File: src/core/ssp_pkg.sv
// constants, register map and shared types of the sync select block
// assumes one 100 mhz clock and an ahb-lite master in the same domain
package ssp_pkg;

  // timing
  localparam int unsigned SYS_CLK_HZ = 100_000_000;
  localparam int unsigned SEP_CLK_HZ = 5_000_000;
  localparam int unsigned SEP_DIV = SYS_CLK_HZ / SEP_CLK_HZ;
  localparam int unsigned DIV_W = 5;
  localparam logic [DIV_W-1:0] DIV_ZERO = 5'h00;
  localparam logic [DIV_W-1:0] DIV_ONE = 5'h01;
  localparam logic [DIV_W-1:0] DIV_LAST = DIV_W'(SEP_DIV - 1);

  // separator counter
  localparam int unsigned CNT_W = 8;
  localparam logic [CNT_W-1:0] CNT_ZERO = 8'h00;
  localparam logic [CNT_W-1:0] CNT_ONE = 8'h01;
  localparam logic [CNT_W-1:0] CNT_MAX = 8'hff;

  // register indices; byte address is four times the index
  localparam logic [7:0] IDX_SYNC_A = 8'h0e;
  localparam logic [7:0] IDX_SYNC_B = 8'h0f;
  localparam logic [7:0] IDX_TRIG = 8'h11;
  localparam logic [7:0] IDX_POL = 8'h12;
  localparam logic [7:0] IDX_STAT = 8'h13;
  localparam logic [7:0] IDX_NONE = 8'hff;
  localparam int unsigned IDX_LSB = 2;
  localparam int unsigned IDX_MSB = 9;

  // field positions
  localparam int unsigned BIT_SOG_SEL = 3;
  localparam int unsigned BIT_SEP_SEL = 0;
  localparam int unsigned BIT_HOLD_SEL = 5;
  localparam int unsigned BIT_POL_HIGH = 0;
  localparam int unsigned STAT_DET = 0;
  localparam int unsigned STAT_HS = 1;
  localparam int unsigned STAT_HOLD = 2;
  localparam int unsigned STAT_VS = 3;
  localparam int unsigned STAT_CNT_LSB = 8;
  localparam int unsigned STAT_CNT_MSB = 15;

  // reset values and ahb-lite codes
  localparam logic [7:0] SYNC_A_RST = 8'h00;
  localparam logic [7:0] SYNC_B_RST = 8'h00;
  localparam logic [7:0] TRIG_RST = 8'h40;
  localparam logic [7:0] POL_RST = 8'h01;
  localparam logic [31:0] WORD_ZERO = 32'h0000_0000;
  localparam logic [1:0] HRESP_OKAY = 2'h0;
  localparam int unsigned HTRANS_ACT = 1;

  typedef enum logic [0:0] {SEP_SEEK, SEP_HOLD} ssp_sep_state_type;

endpackage

File: src/core/ssp_separator.sv
// vertical sync separator counter
// assumes a one-cycle step strobe and an already polarity-normalised input
`timescale 1ns/1ps
module ssp_separator
  import ssp_pkg::*;
(
  // clock, reset, enable
  input wire logic clk_in,
  input wire logic rst_in,
  input wire logic ce_in,
  // step strobe and sync level
  input wire logic tick_in,
  input wire logic active_in,
  input wire logic [CNT_W-1:0] trig_in,
  // result
  output logic det_out,
  output logic [CNT_W-1:0] cnt_out
);

  typedef struct packed {
    ssp_sep_state_type st;
    logic [CNT_W-1:0] cnt;
  } ssp_sep_reg_type;

  ssp_sep_reg_type r;
  ssp_sep_reg_type nxt;
  logic step;

  assign step = ce_in && tick_in;

  // counter only moves on the slow step strobe
  always_comb begin
    nxt = r;
    if (step) begin
      case (r.st)
        SEP_SEEK: begin
          if (r.cnt > trig_in) begin
            nxt.st = SEP_HOLD;
            nxt.cnt = CNT_ZERO;
          end else if (active_in) begin
            if (r.cnt != CNT_MAX) begin
              nxt.cnt = r.cnt + CNT_ONE;
            end
          end else if (r.cnt != CNT_ZERO) begin
            nxt.cnt = r.cnt - CNT_ONE;
          end
        end
        SEP_HOLD: begin
          if (r.cnt >= trig_in) begin
            nxt.st = SEP_SEEK;
            nxt.cnt = CNT_ZERO;
          end else if (!active_in) begin
            if (r.cnt != CNT_MAX) begin
              nxt.cnt = r.cnt + CNT_ONE;
            end
          end else if (r.cnt != CNT_ZERO) begin
            // serration pulses give back what absence earned
            nxt.cnt = r.cnt - CNT_ONE;
          end
        end
        default: begin
          nxt.st = SEP_SEEK;
          nxt.cnt = CNT_ZERO;
        end
      endcase
    end
  end

  always_ff @(posedge clk_in or posedge rst_in) begin
    if (rst_in) begin
      r <= '{st: SEP_SEEK, cnt: CNT_ZERO};
    end else begin
      r <= nxt;
    end
  end

  assign det_out = (r.st == SEP_HOLD);
  assign cnt_out = r.cnt;
endmodule

File: src/core/ssp_top.sv
// sync source selection, separator step divider and ahb-lite registers
// assumes sync inputs already synchronous to clk_in; bus idle while ce low
//
// Local design decisions: the address map and the AHB-Lite interface to the registers.
`timescale 1ns/1ps
module ssp_top
  import ssp_pkg::*;
(
  // clock, reset, enable
  input wire logic clk_in,
  input wire logic rst_in,
  input wire logic ce_in,
  // sync sources
  input wire logic hsync_in,
  input wire logic green_embedded_sync_input,
  input wire logic coast_in,
  input wire logic vsync_in,
  // ahb-lite slave
  input wire logic hsel_in,
  input wire logic [31:0] haddr_in,
  input wire logic [1:0] htrans_in,
  input wire logic hwrite_in,
  input wire logic [2:0] hsize_in,
  input wire logic [31:0] hwdata_in,
  input wire logic hready_in,
  output logic [31:0] hrdata_out,
  output logic hreadyout_out,
  output logic hresp_out,
  // selected syncs
  output logic hsync_out,
  output logic pll_ref_out,
  output logic pll_hold_out,
  output logic vsync_out,
  output logic sep_vsync_out
);

  typedef struct packed {
    logic [7:0] sync_a;
    logic [7:0] sync_b;
    logic [7:0] trig;
    logic [7:0] pol;
    logic [DIV_W-1:0] div;
    logic tick;
    logic active;
    logic hs;
    logic hold;
    logic vs;
    logic sep;
    logic wr_pend;
    logic [7:0] wr_idx;
    logic [31:0] rdata;
  } ssp_top_reg_type;

  ssp_top_reg_type r;
  ssp_top_reg_type nxt;
  logic sep_det;
  logic [CNT_W-1:0] sep_cnt;
  logic accept;
  logic [7:0] addr_idx;
  logic [7:0] wr_idx;

  // an address outside the map decodes to no register
  function automatic logic [7:0] reg_index(input logic [31:0] addr);
    logic [7:0] idx;
    idx = addr[IDX_MSB:IDX_LSB];
    if (addr[31:IDX_MSB+1] != '0 || addr[IDX_LSB-1:0] != '0) begin
      idx = IDX_NONE;
    end
    return idx;
  endfunction

  function automatic logic pick(input logic sel, input logic one,
                                input logic zero);
    return sel ? one : zero;
  endfunction

  assign accept = hsel_in && hready_in && htrans_in[HTRANS_ACT];
  assign addr_idx = reg_index(haddr_in);
  assign wr_idx = r.wr_idx;

  ssp_separator u_sep (
    .clk_in(clk_in),
    .rst_in(rst_in),
    .ce_in(ce_in),
    .tick_in(r.tick),
    .active_in(r.active),
    .trig_in(r.trig),
    .det_out(sep_det),
    .cnt_out(sep_cnt)
  );

  always_comb begin
    logic cs;
    logic vsel;
    cs = 1'b0;
    vsel = 1'b0;
    nxt = r;
    if (ce_in) begin
      // data phase of a write; hwdata only valid now
      if (r.wr_pend) begin
        case (wr_idx)
          IDX_SYNC_A: nxt.sync_a = hwdata_in[7:0];
          IDX_SYNC_B: nxt.sync_b = hwdata_in[7:0];
          IDX_TRIG: nxt.trig = hwdata_in[7:0];
          IDX_POL: nxt.pol = hwdata_in[7:0];
          default: nxt.sync_a = nxt.sync_a;
        endcase
      end
      nxt.wr_pend = accept && hwrite_in;
      nxt.wr_idx = addr_idx;
      // read data built from post-write values so a read right after a
      // write sees the new value with no wait state
      if (accept && !hwrite_in) begin
        nxt.rdata = WORD_ZERO;
        case (addr_idx)
          IDX_SYNC_A: nxt.rdata[7:0] = nxt.sync_a;
          IDX_SYNC_B: nxt.rdata[7:0] = nxt.sync_b;
          IDX_TRIG: nxt.rdata[7:0] = nxt.trig;
          IDX_POL: nxt.rdata[7:0] = nxt.pol;
          IDX_STAT: begin
            nxt.rdata[STAT_DET] = sep_det;
            nxt.rdata[STAT_HS] = r.hs;
            nxt.rdata[STAT_HOLD] = r.hold;
            nxt.rdata[STAT_VS] = r.vs;
            nxt.rdata[STAT_CNT_MSB:STAT_CNT_LSB] = sep_cnt;
          end
          default: nxt.rdata = WORD_ZERO;
        endcase
      end
      // slow step strobe for the separator
      if (r.div == DIV_LAST) begin
        nxt.div = DIV_ZERO;
        nxt.tick = 1'b1;
      end else begin
        nxt.div = r.div + DIV_ONE;
        nxt.tick = 1'b0;
      end
      // muxes 1 and 2: composite sync source
      cs = pick(r.sync_a[BIT_SOG_SEL], green_embedded_sync_input,
                hsync_in);
      nxt.hs = cs;
      // polarity is settled here so the separator sees active-high only
      nxt.active = pick(r.pol[BIT_POL_HIGH], cs, ~cs);
      // mux 4: vertical sync source
      vsel = pick(r.sync_a[BIT_SEP_SEL], sep_det, vsync_in);
      nxt.vs = vsel;
      // mux 3: pll hold source
      nxt.hold = pick(r.sync_b[BIT_HOLD_SEL], vsel, coast_in);
      nxt.sep = sep_det;
    end
  end

  always_ff @(posedge clk_in or posedge rst_in) begin
    if (rst_in) begin
      r <= '{sync_a: SYNC_A_RST, sync_b: SYNC_B_RST, trig: TRIG_RST,
             pol: POL_RST, div: DIV_ZERO, wr_idx: IDX_NONE,
             rdata: WORD_ZERO, default: 1'b0};
    end else begin
      r <= nxt;
    end
  end

  // only zero-wait okay answers; outputs are all flop fields
  always_ff @(posedge clk_in or posedge rst_in) begin
    if (rst_in) begin
      hreadyout_out <= 1'b0;
      hresp_out <= HRESP_OKAY[0];
    end else if (ce_in) begin
      // ready rises on the first enabled cycle and then holds, so a frozen block keeps showing ready
      hreadyout_out <= 1'b1;
      hresp_out <= HRESP_OKAY[0];
    end
  end

  assign hrdata_out = r.rdata;
  assign hsync_out = r.hs;
  assign pll_ref_out = r.hs;
  assign pll_hold_out = r.hold;
  assign vsync_out = r.vs;
  assign sep_vsync_out = r.sep;
endmodule

File: config.mk
export PLATFORM = sky130hd
export DESIGN_NAME = ssp_top
export DESIGN_NICKNAME = d
export VERILOG_FILES = /design/src/core/ssp_pkg.sv /design/src/core/ssp_separator.sv /design/src/core/ssp_top.sv
export SDC_FILE = /design/constraint.sdc
export NUM_CORES = 1
export LEC_CHECK = 0
export BUFFER_PORTS_ARGS = -buffer_cell sky130_fd_sc_hd__buf_2
export CAP_MARGIN = 15
export CORE_MARGIN = 5
export CORE_UTILIZATION = 55
export CTS_CLUSTER_DIAMETER = 120
export DETAILED_ROUTE_END_ITERATION = 16
export PLACE_DENSITY = 0.78
export SLEW_MARGIN = 20
export SYNTH_ARGS = -nofsm -noshare
export SYNTH_HDL_FRONTEND = slang
export SYNTH_HIERARCHICAL = 1
export SYNTH_SLANG_ARGS = --single-unit
File: constraint.sdc
create_clock -name clk_in -period 2.85 [get_ports clk_in]
set_input_delay 0.285 -clock clk_in [delete_from_list [all_inputs] [get_ports clk_in]]
set_output_delay 0.285 -clock clk_in [all_outputs]
set_load 0.05 [all_outputs]
==> flow_summary.json <==
{
  "grt_util_met1_pct": 35.84,
  "pin_count_of_the_biggest_net_entering_global_routing": 40,
  "final.setup.tns_ps": 0,
  "power.clock.fraction_pct": 25.3,
  "commonest_non_fill_non_tap_cells_in_the_layout": "buf_2 (72), dfrtp_1 (68), nor2_1 (45), mux2_2 (41), a21oi_1 (38)",
  "dp.final_hpwl_mm": 9.868,
  "clockRootBuffer": "clkbuf_8",
  "clkSlewWorstSetupHoldPaths_ps": 90,
  "synth_ff_type": "dfrtp_1",
  "power_density_mw_per_mm2": 648.1,
  "cts.path.max_buffers": 2,
  "finalSetupViolations": 0,
  "vias_in_the_first_global_route": 4304,
  "synthArstFlopShare_pct": 100.0,
  "viasPerCell": 6.190,
  "syn-cell-area_mm2": 0.005201,
  "initial_utilization_pct": 56.29,
  "synth.ff_latch_count": 78,
  "setup_ws_ps": 184.8,
  "grt_use_met3_pct": 5.117,
  "timing.setup.critical_path_class": "reg -> reg",
  "row_count": 35,
  "power_switching_mw": 1.456,
  "syn_avg_cell_area_um2": 9.440,
  "drt-total-wl_mm": 13.45,
  "drc": 0,
  "worst_pin_slew_ps": 865.3,
  "die_area_mm2": 0.01150,
  "io_pins": 118,
  "swShare_pct": 39.14,
  "fp.dieH_um": 107.2,
  "finalWorstPathRequiredPeriod_ps": 2665,
  "tritoncts": "built",
  "place_congestion": 0.9140,
  "kind_of_end_point_of_the_critical_path": "flop",
  "power.leakage_nw": 2.543,
  "post_route_cells_drive_above_1_share_pct": 28.50,
  "area_overhead_vs_synth_pct": 10.34,
  "yosys.area.top_type": "dfrtp_1",
  "grt_overflow_total": 0,
  "worst_r2r_startpoint": "wr_idx[5]",
  "fmax_mhz": 375.2,
  "crit_path_start": "wr_idx[5]",
  "rsz0062_at_grt": "no",
  "p_seq_share_pct": 37.8,
  "crit_fanout": 13,
  "placeableCoreArea_mm2": 0.009240,
  "min_path_type": "in -> reg",
  "synth_enable_flop_cells": 0,
  "postCtsResizedCells": 0,
  "synth_cell_types": 72,
  "grt_first_pass_wirelength_mm": 22.10,
  "clk-insertion-delay-late_ps": 360,
  "grt_antenna_before_repair": 0,
  "final_net_count": 693,
  "power.internal_mw": 2.264,
  "seq_area_frac_synth_pct": 37.77,
  "critPathCapture": "hrdata_out[2]",
  "yosys_warnings": 6,
  "grt_util_all_layers_pct": 24.19,
  "mostFrequentLayoutCell": "buf_2",
  "final.hold.worst_slack_ps": 190.3,
  "worst_path_required_ps": 3120,
  "max-cap-violations": 0,
  "worst_setup_path_start_kind": "flop",
  "die_x_um": 107.2,
  "timing.final.hold_violations": 0,
  "number_of_antenna_repair_diodes": 0,
  "ff_to_ff_setup_slack_ps": 180,
  "synth.area.top_cells": "dfrtp_1 (33%), mux2_2 (8.9%), dfstp_2 (5.1%)",
  "timing.slew.headroom_pct": 41.87,
  "gr-max-usage-layer": "met2",
  "ff2ff_path_depth": 6,
  "run_status": "complete, no violations",
  "ant_nets": 0,
  "worst_setup_timing_slack_at_the_placement_stage_ps": 340.6,
  "htreeDepth": 3,
  "wl_per_cell_um": 18.27,
  "final-max-slew-violation-count": 0,
  "timing.critical_path.arrival_ps": 2940,
  "combinationalPowerShare_pct": 36.9,
  "detail_route.first_pass.iterations": 5,
  "clock_sink_count": 78,
  "cts_inserted_buffers": 9,
  "drc_marker_count_from_the_first_detailed_route_iteration": 518,
  "yosysTopAreaCellShare_pct": 32.72,
  "num_vias": 4556,
  "regToRegEndpoint": "hrdata_out[2]",
  "syn_inst": 551,
  "count_of_port_buffers_added_during_placement": 72,
  "clock-skew-final_ps": 14.12,
  "period_share_pct": 93.51,
  "ir_worst_vdd_mv": 0.3583,
  "use_met2_pct": 35.97
}
layout make-up:
| class | instances | area (µm²) |
|---|---|---|
| clock buffers | 9 | 123.9 |
| clock inverters | 7 | 97.59 |
| fillers | 788 | 3501 |
| inverters | 21 | 78.83 |
| multi-input cells | 401 | 2808 |
| flip-flops and latches | 78 | 1964 |
| well taps | 129 | 161.4 |
| repair buffers | 91 | 505.5 |
per-stage QoR:
| stage | util, % | area [µm²] | std cells | power, mW |
|---|---|---|---|---|
| 2_1_floorplan | - | 5261 | 567 | 2.474 |
| 3_3_place_gp | 59.61 | 5508 | 719 | 2.707 |
| 3_5_place_dp | 59.61 | 5508 | 719 | 2.772 |
| 4_1_cts | 62.11 | 5739 | 736 | 3.709 |
| 5_1_grt | 62.11 | 5739 | 736 | 3.940 |
| 6_report | 62.11 | 5739 | 736 | 3.720 |
critical path, stage by stage (launching register included):
cell      delay, ps
dfstp_2         390
or3_1           510
buf_4           240
nor3_1          570
mux2i_1         190
a2111o_1        460
a31oi_1         220
registers in the layout (all words and copies together) (netlist names):
signal / count
r: 40
pll_hold_out: 1
wr_idx: 8
vsync_out: 1
hrdata_out: 16
u_sep/det_out: 1
hreadyout_out: 1
u_sep/cnt_out: 8
sep_vsync_out: 1
hsync_out: 1
cell usage after synthesis (all sizes together), types with 3 or more instances:
cell type and count:
a211o 3, a211oi 3, a21oi 38, a22o 9, a31oi 13, and3 3
and3b 3, buf 43, clkbuf 24, dfrtp 68, dfstp 10, ha 12
inv 20, mux2 41, mux2i 9, mux4 4, nand2 33, nand2b 3
nand3 14, nand3b 3, nand4 20, nor2 45, nor2b 4, nor3 11
nor3b 7, nor4 11, o2111ai 8, o211ai 5, o21a 3, o21ai 13
o31ai 14, o32a 4, o41ai 3, or2 5, or3 3, or4 4
xnor2 3
logic make-up after synthesis:
family	count (synthesis)	synth area share [%]
other	1	0.07210
buffers and inverters	88	9.405
AOI/OAI and AO/OA	136	18.04
muxes	54	12.48
adders and majority gates	12	2.887
and+or+nand+nor	178	18.67
xor gates and xnor gates	4	0.6737
DFF	78	37.77
how the worst min path moves through the flow:
stage / from / end / slack [ps] / depth (start not counted)
2_1_floorplan: rst_in / u_sep/cnt_out[0] / 110 / 1
3_3_place_gp: rst_in / hrdata_out[8] / 220 / 2
3_5_place_dp: rst_in / hrdata_out[8] / 220 / 2
4_1_cts: haddr_in[7] / wr_idx[5] / 180 / 3
5_1_grt: haddr_in[7] / wr_idx[5] / 190 / 3
6_report: haddr_in[7] / wr_idx[5] / 190 / 3
power by group through the flow:
stage / Sequential, mW / Combinational [mW] / Clock [mW]
after global routing: 1.43 / 1.50 / 1.01
final: 1.41 / 1.37 / 0.940
after global placement: 1.42 / 1.29 / 0
after detailed placement: 1.43 / 1.35 / 0
after floorplan: 1.39 / 1.09 / 0
after CTS: 1.40 / 1.35 / 0.953
routing by layer:
layer	vias up	wire length, µm
li1	2120	-
met5	-	0
met1	2202	6105
met4	0	212
met2	208	6149
met3	26	978
timing repair:
item,in CTS,in global routing
setup buffers,0,0
hold buffers,1,0
endpoints found under the setup margin,0,0
hold endpoints to repair,17,0
Power figures use the tool's default switching activity.
